**config.mk**
```make
export PLATFORM = sky130hd
export DESIGN_NAME = cdv_divider
export DESIGN_NICKNAME = d
export VERILOG_FILES = /design/src/cdv_sync.sv /design/src/cdv_divider.sv
export SDC_FILE = /design/constraint.sdc
export NUM_CORES = 1
export LEC_CHECK = 0
export BUFFER_PORTS_ARGS = -buffer_cell sky130_fd_sc_hd__buf_2
export CAP_MARGIN = 30
export CORE_AREA = 2 2 39 41
export DETAILED_ROUTE_END_ITERATION = 8
export DIE_AREA = 0 0 41 43
export PLACE_DENSITY = 0.57
export SETUP_SLACK_MARGIN = 0.1
export SYNTH_ARGS = -nofsm -noshare
export SYNTH_HDL_FRONTEND = slang
export SYNTH_SLANG_ARGS = --single-unit
```
**constraint.sdc**
```tcl
create_clock -name clk_in -period 1.8 [get_ports clk_in]
set_input_delay 0.18 -clock clk_in [delete_from_list [all_inputs] [get_ports clk_in]]
set_output_delay 0.18 -clock clk_in [all_outputs]
set_load 0.1 [all_outputs]
```
**src/cdv_sync.sv**
```systemverilog
// Purpose: shared constants and the two-stage input synchroniser
// Assumes: single clock clk_in, synchronous active-low reset
// Notes:   first stage feeds only the second stage
package cdv_pkg;
  localparam int          CDV_SYNC_STAGES   = 2;
  localparam int          CDV_DIV_STAGES    = 3;
  localparam logic [2:0]  CDV_COUNT_RST     = 3'h0;
  localparam logic        CDV_HOLD_RST      = 1'h0;
  localparam logic        CDV_SKIP_RST      = 1'h1;
  localparam logic        CDV_LEVEL_RST     = 1'h0;
  localparam int          CDV_HALF_BIT      = 0;
  localparam int          CDV_QUARTER_BIT   = 1;
  localparam int          CDV_EIGHTH_BIT    = 2;
endpackage : cdv_pkg

module cdv_sync #(
  parameter int WIDTH = 1
) (
  input  wire logic             clk_in,
  input  wire logic             rstn_in,
  input  wire logic [WIDTH-1:0] async_in,
  output logic      [WIDTH-1:0] sync_out
);
  import cdv_pkg::*;

  logic [WIDTH-1:0] meta_reg;
  logic [WIDTH-1:0] meta_next;
  logic [WIDTH-1:0] stable_reg;
  logic [WIDTH-1:0] stable_next;

  // refused at elaboration, before any logic is built
  if (WIDTH < 1) begin : g_width_check
    $error("cdv_sync: WIDTH must be at least 1");
  end

  always_comb begin
    meta_next   = async_in;
    stable_next = meta_reg;
  end

  always_ff @(posedge clk_in) begin
    if (!rstn_in) begin
      meta_reg   <= '0;
      stable_reg <= '0;
    end else begin
      meta_reg   <= meta_next;
      stable_reg <= stable_next;
    end
  end

  assign sync_out = stable_reg;
endmodule // cdv_sync
```
**src/cdv_divider.sv**
```systemverilog
// Purpose: divide-by-2/4/8 of a sampled source clock with hold and master reset
// Assumes: source clock well below half of clk_in; all pins but rstn_in are asynchronous
// Notes:   edges of the source clock are found by oversampling after two flops

// Contract
// - reset released while source clock high: outputs move on first following rise.
// - reset released while source clock low: outputs move on second following rise.
// - hold request takes effect at the first falling source edge after it.
// - while held, every divider stage keeps its present count.
// - releasing hold lets dividers continue from the held count.
// - after hold, outputs keep the same sequence and mutual relationship.
// - hold starts or stops only while the source clock is low.
// - dividers start at zero under rstn_in; board pulses master reset to align them.
module cdv_divider
  import cdv_pkg::*;
#(
  parameter int DIV_STAGES = CDV_DIV_STAGES
) (
  input  wire logic clk_in,
  input  wire logic rstn_in,
  input  wire logic src_clock_in,
  input  wire logic div_enable_n_in,
  input  wire logic divider_sync_reset_in,
  output logic      half_rate_out,
  output logic      quarter_rate_out,
  output logic      eighth_rate_out
);
  import cdv_pkg::*;

  // synchronised pin levels
  logic [2:0]            pins_sync;
  logic                  src_level;
  logic                  enable_n;
  logic                  master_reset;

  // source edge detector
  logic                  level_reg;
  logic                  level_next;
  logic                  rise;
  logic                  fall;

  // hold control
  logic                  hold_reg;
  logic                  hold_next;

  // one rise to skip after a release seen with the source low
  logic                  skip_reg;
  logic                  skip_next;

  // divider stages
  logic                  count_rise;
  logic [DIV_STAGES-1:0] carry;
  logic [DIV_STAGES-1:0] count_bits;

  // the output pins are wired for exactly three stages
  if (DIV_STAGES != CDV_DIV_STAGES) begin : g_stage_check
    $error("cdv_divider: only three stages are served");
  end

  // pins are asynchronous to clk_in
  cdv_sync #(
    .WIDTH (3)
  ) u_pin_sync (
    .clk_in   (clk_in),
    .rstn_in  (rstn_in),
    .async_in ({src_clock_in, div_enable_n_in, divider_sync_reset_in}),
    .sync_out (pins_sync)
  );

  assign src_level    = pins_sync[2];
  assign enable_n     = pins_sync[1];
  assign master_reset = pins_sync[0];

  // previous level, taken after both synchroniser flops
  always_comb begin
    level_next = src_level;
  end

  always_ff @(posedge clk_in) begin
    if (!rstn_in) begin
      level_reg <= CDV_LEVEL_RST;
    end else begin
      level_reg <= level_next;
    end
  end

  assign rise = src_level & ~level_reg;
  assign fall = ~src_level & level_reg;

  // hold moves only on a fall, so the gated stage clock is already low
  always_comb begin
    hold_next = hold_reg;
    if (fall) begin
      hold_next = enable_n;
    end
  end

  always_ff @(posedge clk_in) begin
    if (!rstn_in) begin
      hold_reg <= CDV_HOLD_RST;
    end else begin
      hold_reg <= hold_next;
    end
  end

  // a low level at release costs one extra rise
  always_comb begin
    skip_next = skip_reg;
    if (master_reset) begin
      skip_next = ~src_level;
    end else if (rise) begin
      skip_next = 1'b0;
    end
  end

  always_ff @(posedge clk_in) begin
    if (!rstn_in) begin
      skip_reg <= CDV_SKIP_RST;
    end else begin
      skip_reg <= skip_next;
    end
  end

  // a held rise is dropped, not queued, so counting resumes where it stopped
  assign count_rise = rise & ~skip_reg & ~hold_reg & ~master_reset;

  // synchronous binary stages: common edges line up by construction
  for (genvar stage = 0; stage < DIV_STAGES; stage++) begin : g_stage
    logic bit_reg;
    logic bit_next;

    if (stage == 0) begin : g_first
      assign carry[stage] = count_rise;
    end else begin : g_upper
      assign carry[stage] = carry[stage-1] & count_bits[stage-1];
    end

    always_comb begin
      bit_next = bit_reg;
      if (master_reset) begin
        bit_next = CDV_COUNT_RST[stage];
      end else if (carry[stage]) begin
        bit_next = ~bit_reg;
      end
    end

    always_ff @(posedge clk_in) begin
      if (!rstn_in) begin
        bit_reg <= CDV_COUNT_RST[stage];
      end else begin
        bit_reg <= bit_next;
      end
    end

    assign count_bits[stage] = bit_reg;
  end

  assign half_rate_out    = count_bits[CDV_HALF_BIT];
  assign quarter_rate_out = count_bits[CDV_QUARTER_BIT];
  assign eighth_rate_out  = count_bits[CDV_EIGHTH_BIT];
endmodule // cdv_divider

```
; After elaboration in Yosys (flattened, before gate mapping)
; Cells that the tools add are included.
[op_classes]
addsub = 0
multipliers = 0
div = 0
n_lt_le_gt_ge = 0
n_eq_ne = 0
shift = 0
n_mux = 2
bitwise = 16
n_reduce_logical = 2
[op_table]
columns = op, count
row1 = $not 1->1, 9
row2 = $and 1x1->1, 7
row3 = $mux 1, 2
row4 = $reduce_bool 2->1, 1
row5 = $reduce_or 2->1, 1
[word_totals]
reg_bits = 12
latch_bits = 0
ram_bits = 0
romBits = 0
input_bits = 5
out_inout_bits = 3
elab_cells = 28
n_memories = 0

; Logic depth before layout (Yosys ltp)
[logic_depth]
depth_word = 7
ltp_mapped = 3
ltp_nobuf = 3

; By module
; A second synthesis with hierarchy kept.
[unflattened]
hier_cells = 38
area_unflattened_um2 = 409.1
[by_module_without_submodules]
columns = module, instances, cells_each, area_per_inst_um2, seq_area_each_um2
row1 = cdv_divider, 1, 26, 251.5, 120.1
row2 = cdv_sync, 1, 12, 157.7, 120.1

; Least setup slack after synthesis
; No wires, ideal clock.
[synth_path]
path_kind = flip-flop to flip-flop
startpoint = reg g_stage[0].bit_reg, in the netlist half_rate_out
endpoint = reg g_stage[1].bit_reg, in the netlist quarter_rate_out
setup_time_ns = 0.070
t_arrival_ns = 1.726
required_time_ns = 1.730
path_slack_ns = 0.004
path_stages_with_launch = 4
path_buffers = 0
synth_period_minus_slack_ns = 1.796
path_cell_list = dfxtp_1 > inv_1 > or4_1 > a21oi_1
[synth_between]
elab_chain_cells = 1
[synth_lines]
columns = element, line
row1 = start: declaration, cdv_divider.sv:129  ; logic bit_reg;
row2 = start signal: assignment, cdv_divider.sv:149  ; bit_reg <= CDV_COUNT_RST[stage];
row3 = start signal: assignment, cdv_divider.sv:151  ; bit_reg <= bit_next;
row4 = $and 1x1->1, cdv_divider.sv:135  ; assign carry[stage] = carry[stage-1] & count_bits[stage-1];
row5 = end signal: assignment, cdv_divider.sv:149
row6 = end signal: assignment, cdv_divider.sv:151
row7 = end: declaration, cdv_divider.sv:129
; No other way between the ends.
; A chain may end at the register's enable or synchronous reset.

; Worst setup path after layout
[layout_path]
startpoint = reg skip_reg
endpoint = reg g_stage[1].bit_reg, in the netlist quarter_rate_out
[layout_between]
elab_chain_cells = 5
[layout_lines]
columns = element, line
row1 = start: declaration, cdv_divider.sv:47  ; logic skip_reg;
row2 = start signal: assignment, cdv_divider.sv:120  ; skip_reg <= skip_next;
row3 = $not 1->1, cdv_divider.sv:125  ; assign count_rise = rise & ~skip_reg & ~hold_reg & ~master_reset;
row4 = $and 1x1->1 (3 in series), cdv_divider.sv:125
row5 = $and 1x1->1, cdv_divider.sv:135
; No other way between the ends.

==> run metrics <==
status=completed; wire per inst=9.16 um; slowest cell delay on critical path=about 0.56 ns; Setup Buffers After CTS=0; share of async-settable or async-resettable flops after synthesis=0%; setup slack of the worst register-to-register path=between 0.2 and 0.3 ns; number of buffers inserted during clock tree synthesis=3; combined area of all synthesized cells=409 sq um; Avg Cell Area, Syn=10.8 sq um; flop and latch count out of synthesis=12; largest net degree at the start of global routing=11; max-slew violation total from the final report=0; wire length of the first global-routing pass=about 830 um; slew at the pin closest to its max-slew limit=approximately 0.48 ns; number of placement rows=14; number of buffers added to fix hold violations after cts=0; cell type with the largest total area after synthesis=sky130_fd_sc_hd__dfxtp_1; Worst EP required=between 2 and 2.5 ns; final count of hold timing violations=0; Skew-Pair Late Insertion Delay=about 0.27 ns; final weighted congestion in routability-driven placement=slightly below 0.6; Std-Cell Core Area=around 0.0014 sq mm; type of destination of the critical path=register; Die Y=between 40 and 50 um; kind of cell adding the most delay to the critical path=simple AND/OR/NAND/NOR gates; count of buffers from port buffering=7; top-level port count=8; total routing usage reported by global routing=between 8 and 9%; Synth area leaders=sky130_fd_sc_hd__dfxtp_1 (59%), sky130_fd_sc_hd__and2_1 (11%), sky130_fd_sc_hd__a21oi_1 (3.7%), sky130_fd_sc_hd__or4b_4 (3.4%), sky130_fd_sc_hd__nand2b_1 (3.1%); type of the worst min-delay path=primary input to register; Layout area overhead=19.3%; Unique masters post-synth=15; Area after DPL=465 sq um; drt total wl=approximately 590 um; leakage power figure=0.188 nW; detailed-route via count=between 200 and 300; number of fill cells in the layout=140; Max clock buf depth=2; count of inserted antenna diode cells=0; biggest fanout along the worst timing path=6; Max Clock Freq=around 670 MHz; kind of start point of the critical path=register; number of sinks on the clock net=12; clock tree skew after final layout=about 0.0096 ns; fraction of post-synthesis cell area in the top cell type by area=between 50% and 60%; R2R Path Start=skip_reg; layout cell share with drive strength beyond 1=between 20 and 30%; cell count after placement=61; initial antenna violation count=0; signal arrival time at the worst endpoint=around 1.7 ns; HP Start=divider_sync_reset_in; highest ir drop seen on vdd=between 0.4 and 0.5 mV; number of gates given a new drive strength after cts=0; Hold Crit Endpoint=u_pin_sync.meta_reg[0]; leading cell types by count after synthesis=sky130_fd_sc_hd__dfxtp_1 (12), sky130_fd_sc_hd__and2_1 (7), sky130_fd_sc_hd__a21oi_1 (3); Worst Reg-to-Reg Cells=3; critical path class=register to register; pre-CTS worst setup slack=around 0.32 ns; Min Clock Period, post-route=about 1.5 ns; fraction of the yosys area taken by sequential cells=58.7%; most used standard cell by instance count after synthesis=sky130_fd_sc_hd__dfxtp_1; Slowest cell on crit path=sky130_fd_sc_hd__or4b_4; initial core utilization=between 20% and 30%; post-layout power=about 0.45 mW; Critical Path, Cell by Cell=or4b_4, or4_1, a21oi_1; clock tree root buffer cell=sky130_fd_sc_hd__clkbuf_4; number of maximum-capacitance constraint violations=0; end of the worst register-to-register path=quarter_rate_out; number of synthesized flops with an enable pin=0; ys flop type=sky130_fd_sc_hd__dfxtp_1; number of warning messages in the yosys log=0; width of the die=a little over 40 um; worst slew slack as a fraction of its limit=around two thirds; CTS tree=done; power density over the cells=930 mW/mm^2; number of vias per cell=4.44; DRC violations left=0; number of H-tree branching levels=1; die area=0.00176 sq mm; setup TNS=0 ns; setup repair after global routing missed its margin=false; clock transition time at the flip-flop clock pins of the worst setup and hold paths=approximately 0.07 ns; Finish-stage setup viols=0; DRT Pass-1 Iters=3; gr ovfl total=0; Detailed Route Iter0 Violations=3; post-route setup slack=~0.3 ns; share of the cycle needed by the critical path after routing=between 80% and 90%; Detail Route Antenna Nets=0; half-perimeter wire length after placement=approximately 380 um; layout net count=55; Cells after Synth=38; number of cells traversed by the worst hold path=2; worst path bufs/invs=0; Synth Net Count=43; Non-Filler Instances=64; vias in the first global route=a little over 200; Non-Filler Cell Area, Final=just under 500 sq um
per-layer routing:
metal	vias up	global-route usage (%)	share of wire, %
met1	121	8.52	51
li1	153	-	-
met3	0	9.42	9.0
met2	10	9.06	39
met5	-	0	0
met4	0	6.00	0
metrics by stage:
stage	util (%)	hold WS, ns
2_1_floorplan	-	0.242
3_3_place_gp	33.6	0.384
3_5_place_dp	33.6	0.389
4_1_cts	35.3	0.103
5_1_grt	35.3	0.105
6_report	35.3	0.118
kinds of logic (layout without fill, tap and decap cells):
group | count (synthesis) | after routing | synth area share, %
and+or+nand+nor | 17 | 17 | 27.8
DFF | 12 | 12 | 58.7
AOI/OAI and AO/OA | 7 | 7 | 10.1
muxes | 1 | 1 | 2.45
buffers and inverters | 1 | 11 | 0.917
area by class of cell:
cell class	instances	area, sq um	area share (%)
timing repair buffer	7	35.0	7.18
tap	16	20.0	4.10
multi-input combinational	25	165	33.8
sequential	12	241	49.5
clock buffer	3	22.5	4.62
inverter	1	3.75	0.769
worst max path at each step:
stage | from | endpoint | slack, ns | depth (start not counted)
after CTS | skip_reg | quarter_rate_out | 0.30 | 3
after global placement | skip_reg | quarter_rate_out | 0.34 | 3
final | skip_reg | quarter_rate_out | 0.30 | 3
after global routing | skip_reg | quarter_rate_out | 0.28 | 3
after floorplan | quarter_rate_out | eighth_rate_out | 0.18 | 3
after detailed placement | skip_reg | quarter_rate_out | 0.32 | 3
report_power, final:
group	switching, mW	internal, mW	leakage (nW)	total (mW)
combinational	0.00815	0.00999	0.0755	0.0181
clock	0.0810	0.0773	0.0138	0.158
sequential	0.00348	0.274	0.0987	0.277
placed cells by master (no fill, tap or decap), drive strengths merged:
master / synthesis / final
a21oi: 3 / 3
and2: 7 / 7
buf: 0 / 7
clkbuf: 0 / 3
dfxtp: 12 / 12
inv: 1 / 1
mux2i: 1 / 1
nand2: 1 / 1
nand2b: 2 / 2
nand3b: 1 / 1
nor2b: 2 / 2
o21ai: 2 / 2
o2bb2ai: 1 / 1
o31ai: 1 / 1
or3: 2 / 2
or4: 1 / 1
or4b: 1 / 1
worst reg2reg max path, cell delays in order, from the launching register on:
cell and delay [ns]:
sky130_fd_sc_hd__dfxtp_1 0.32, sky130_fd_sc_hd__or4b_4 0.56, sky130_fd_sc_hd__or4_1 0.42, sky130_fd_sc_hd__a21oi_1 0.15
(Power assumes the default switching activity.)
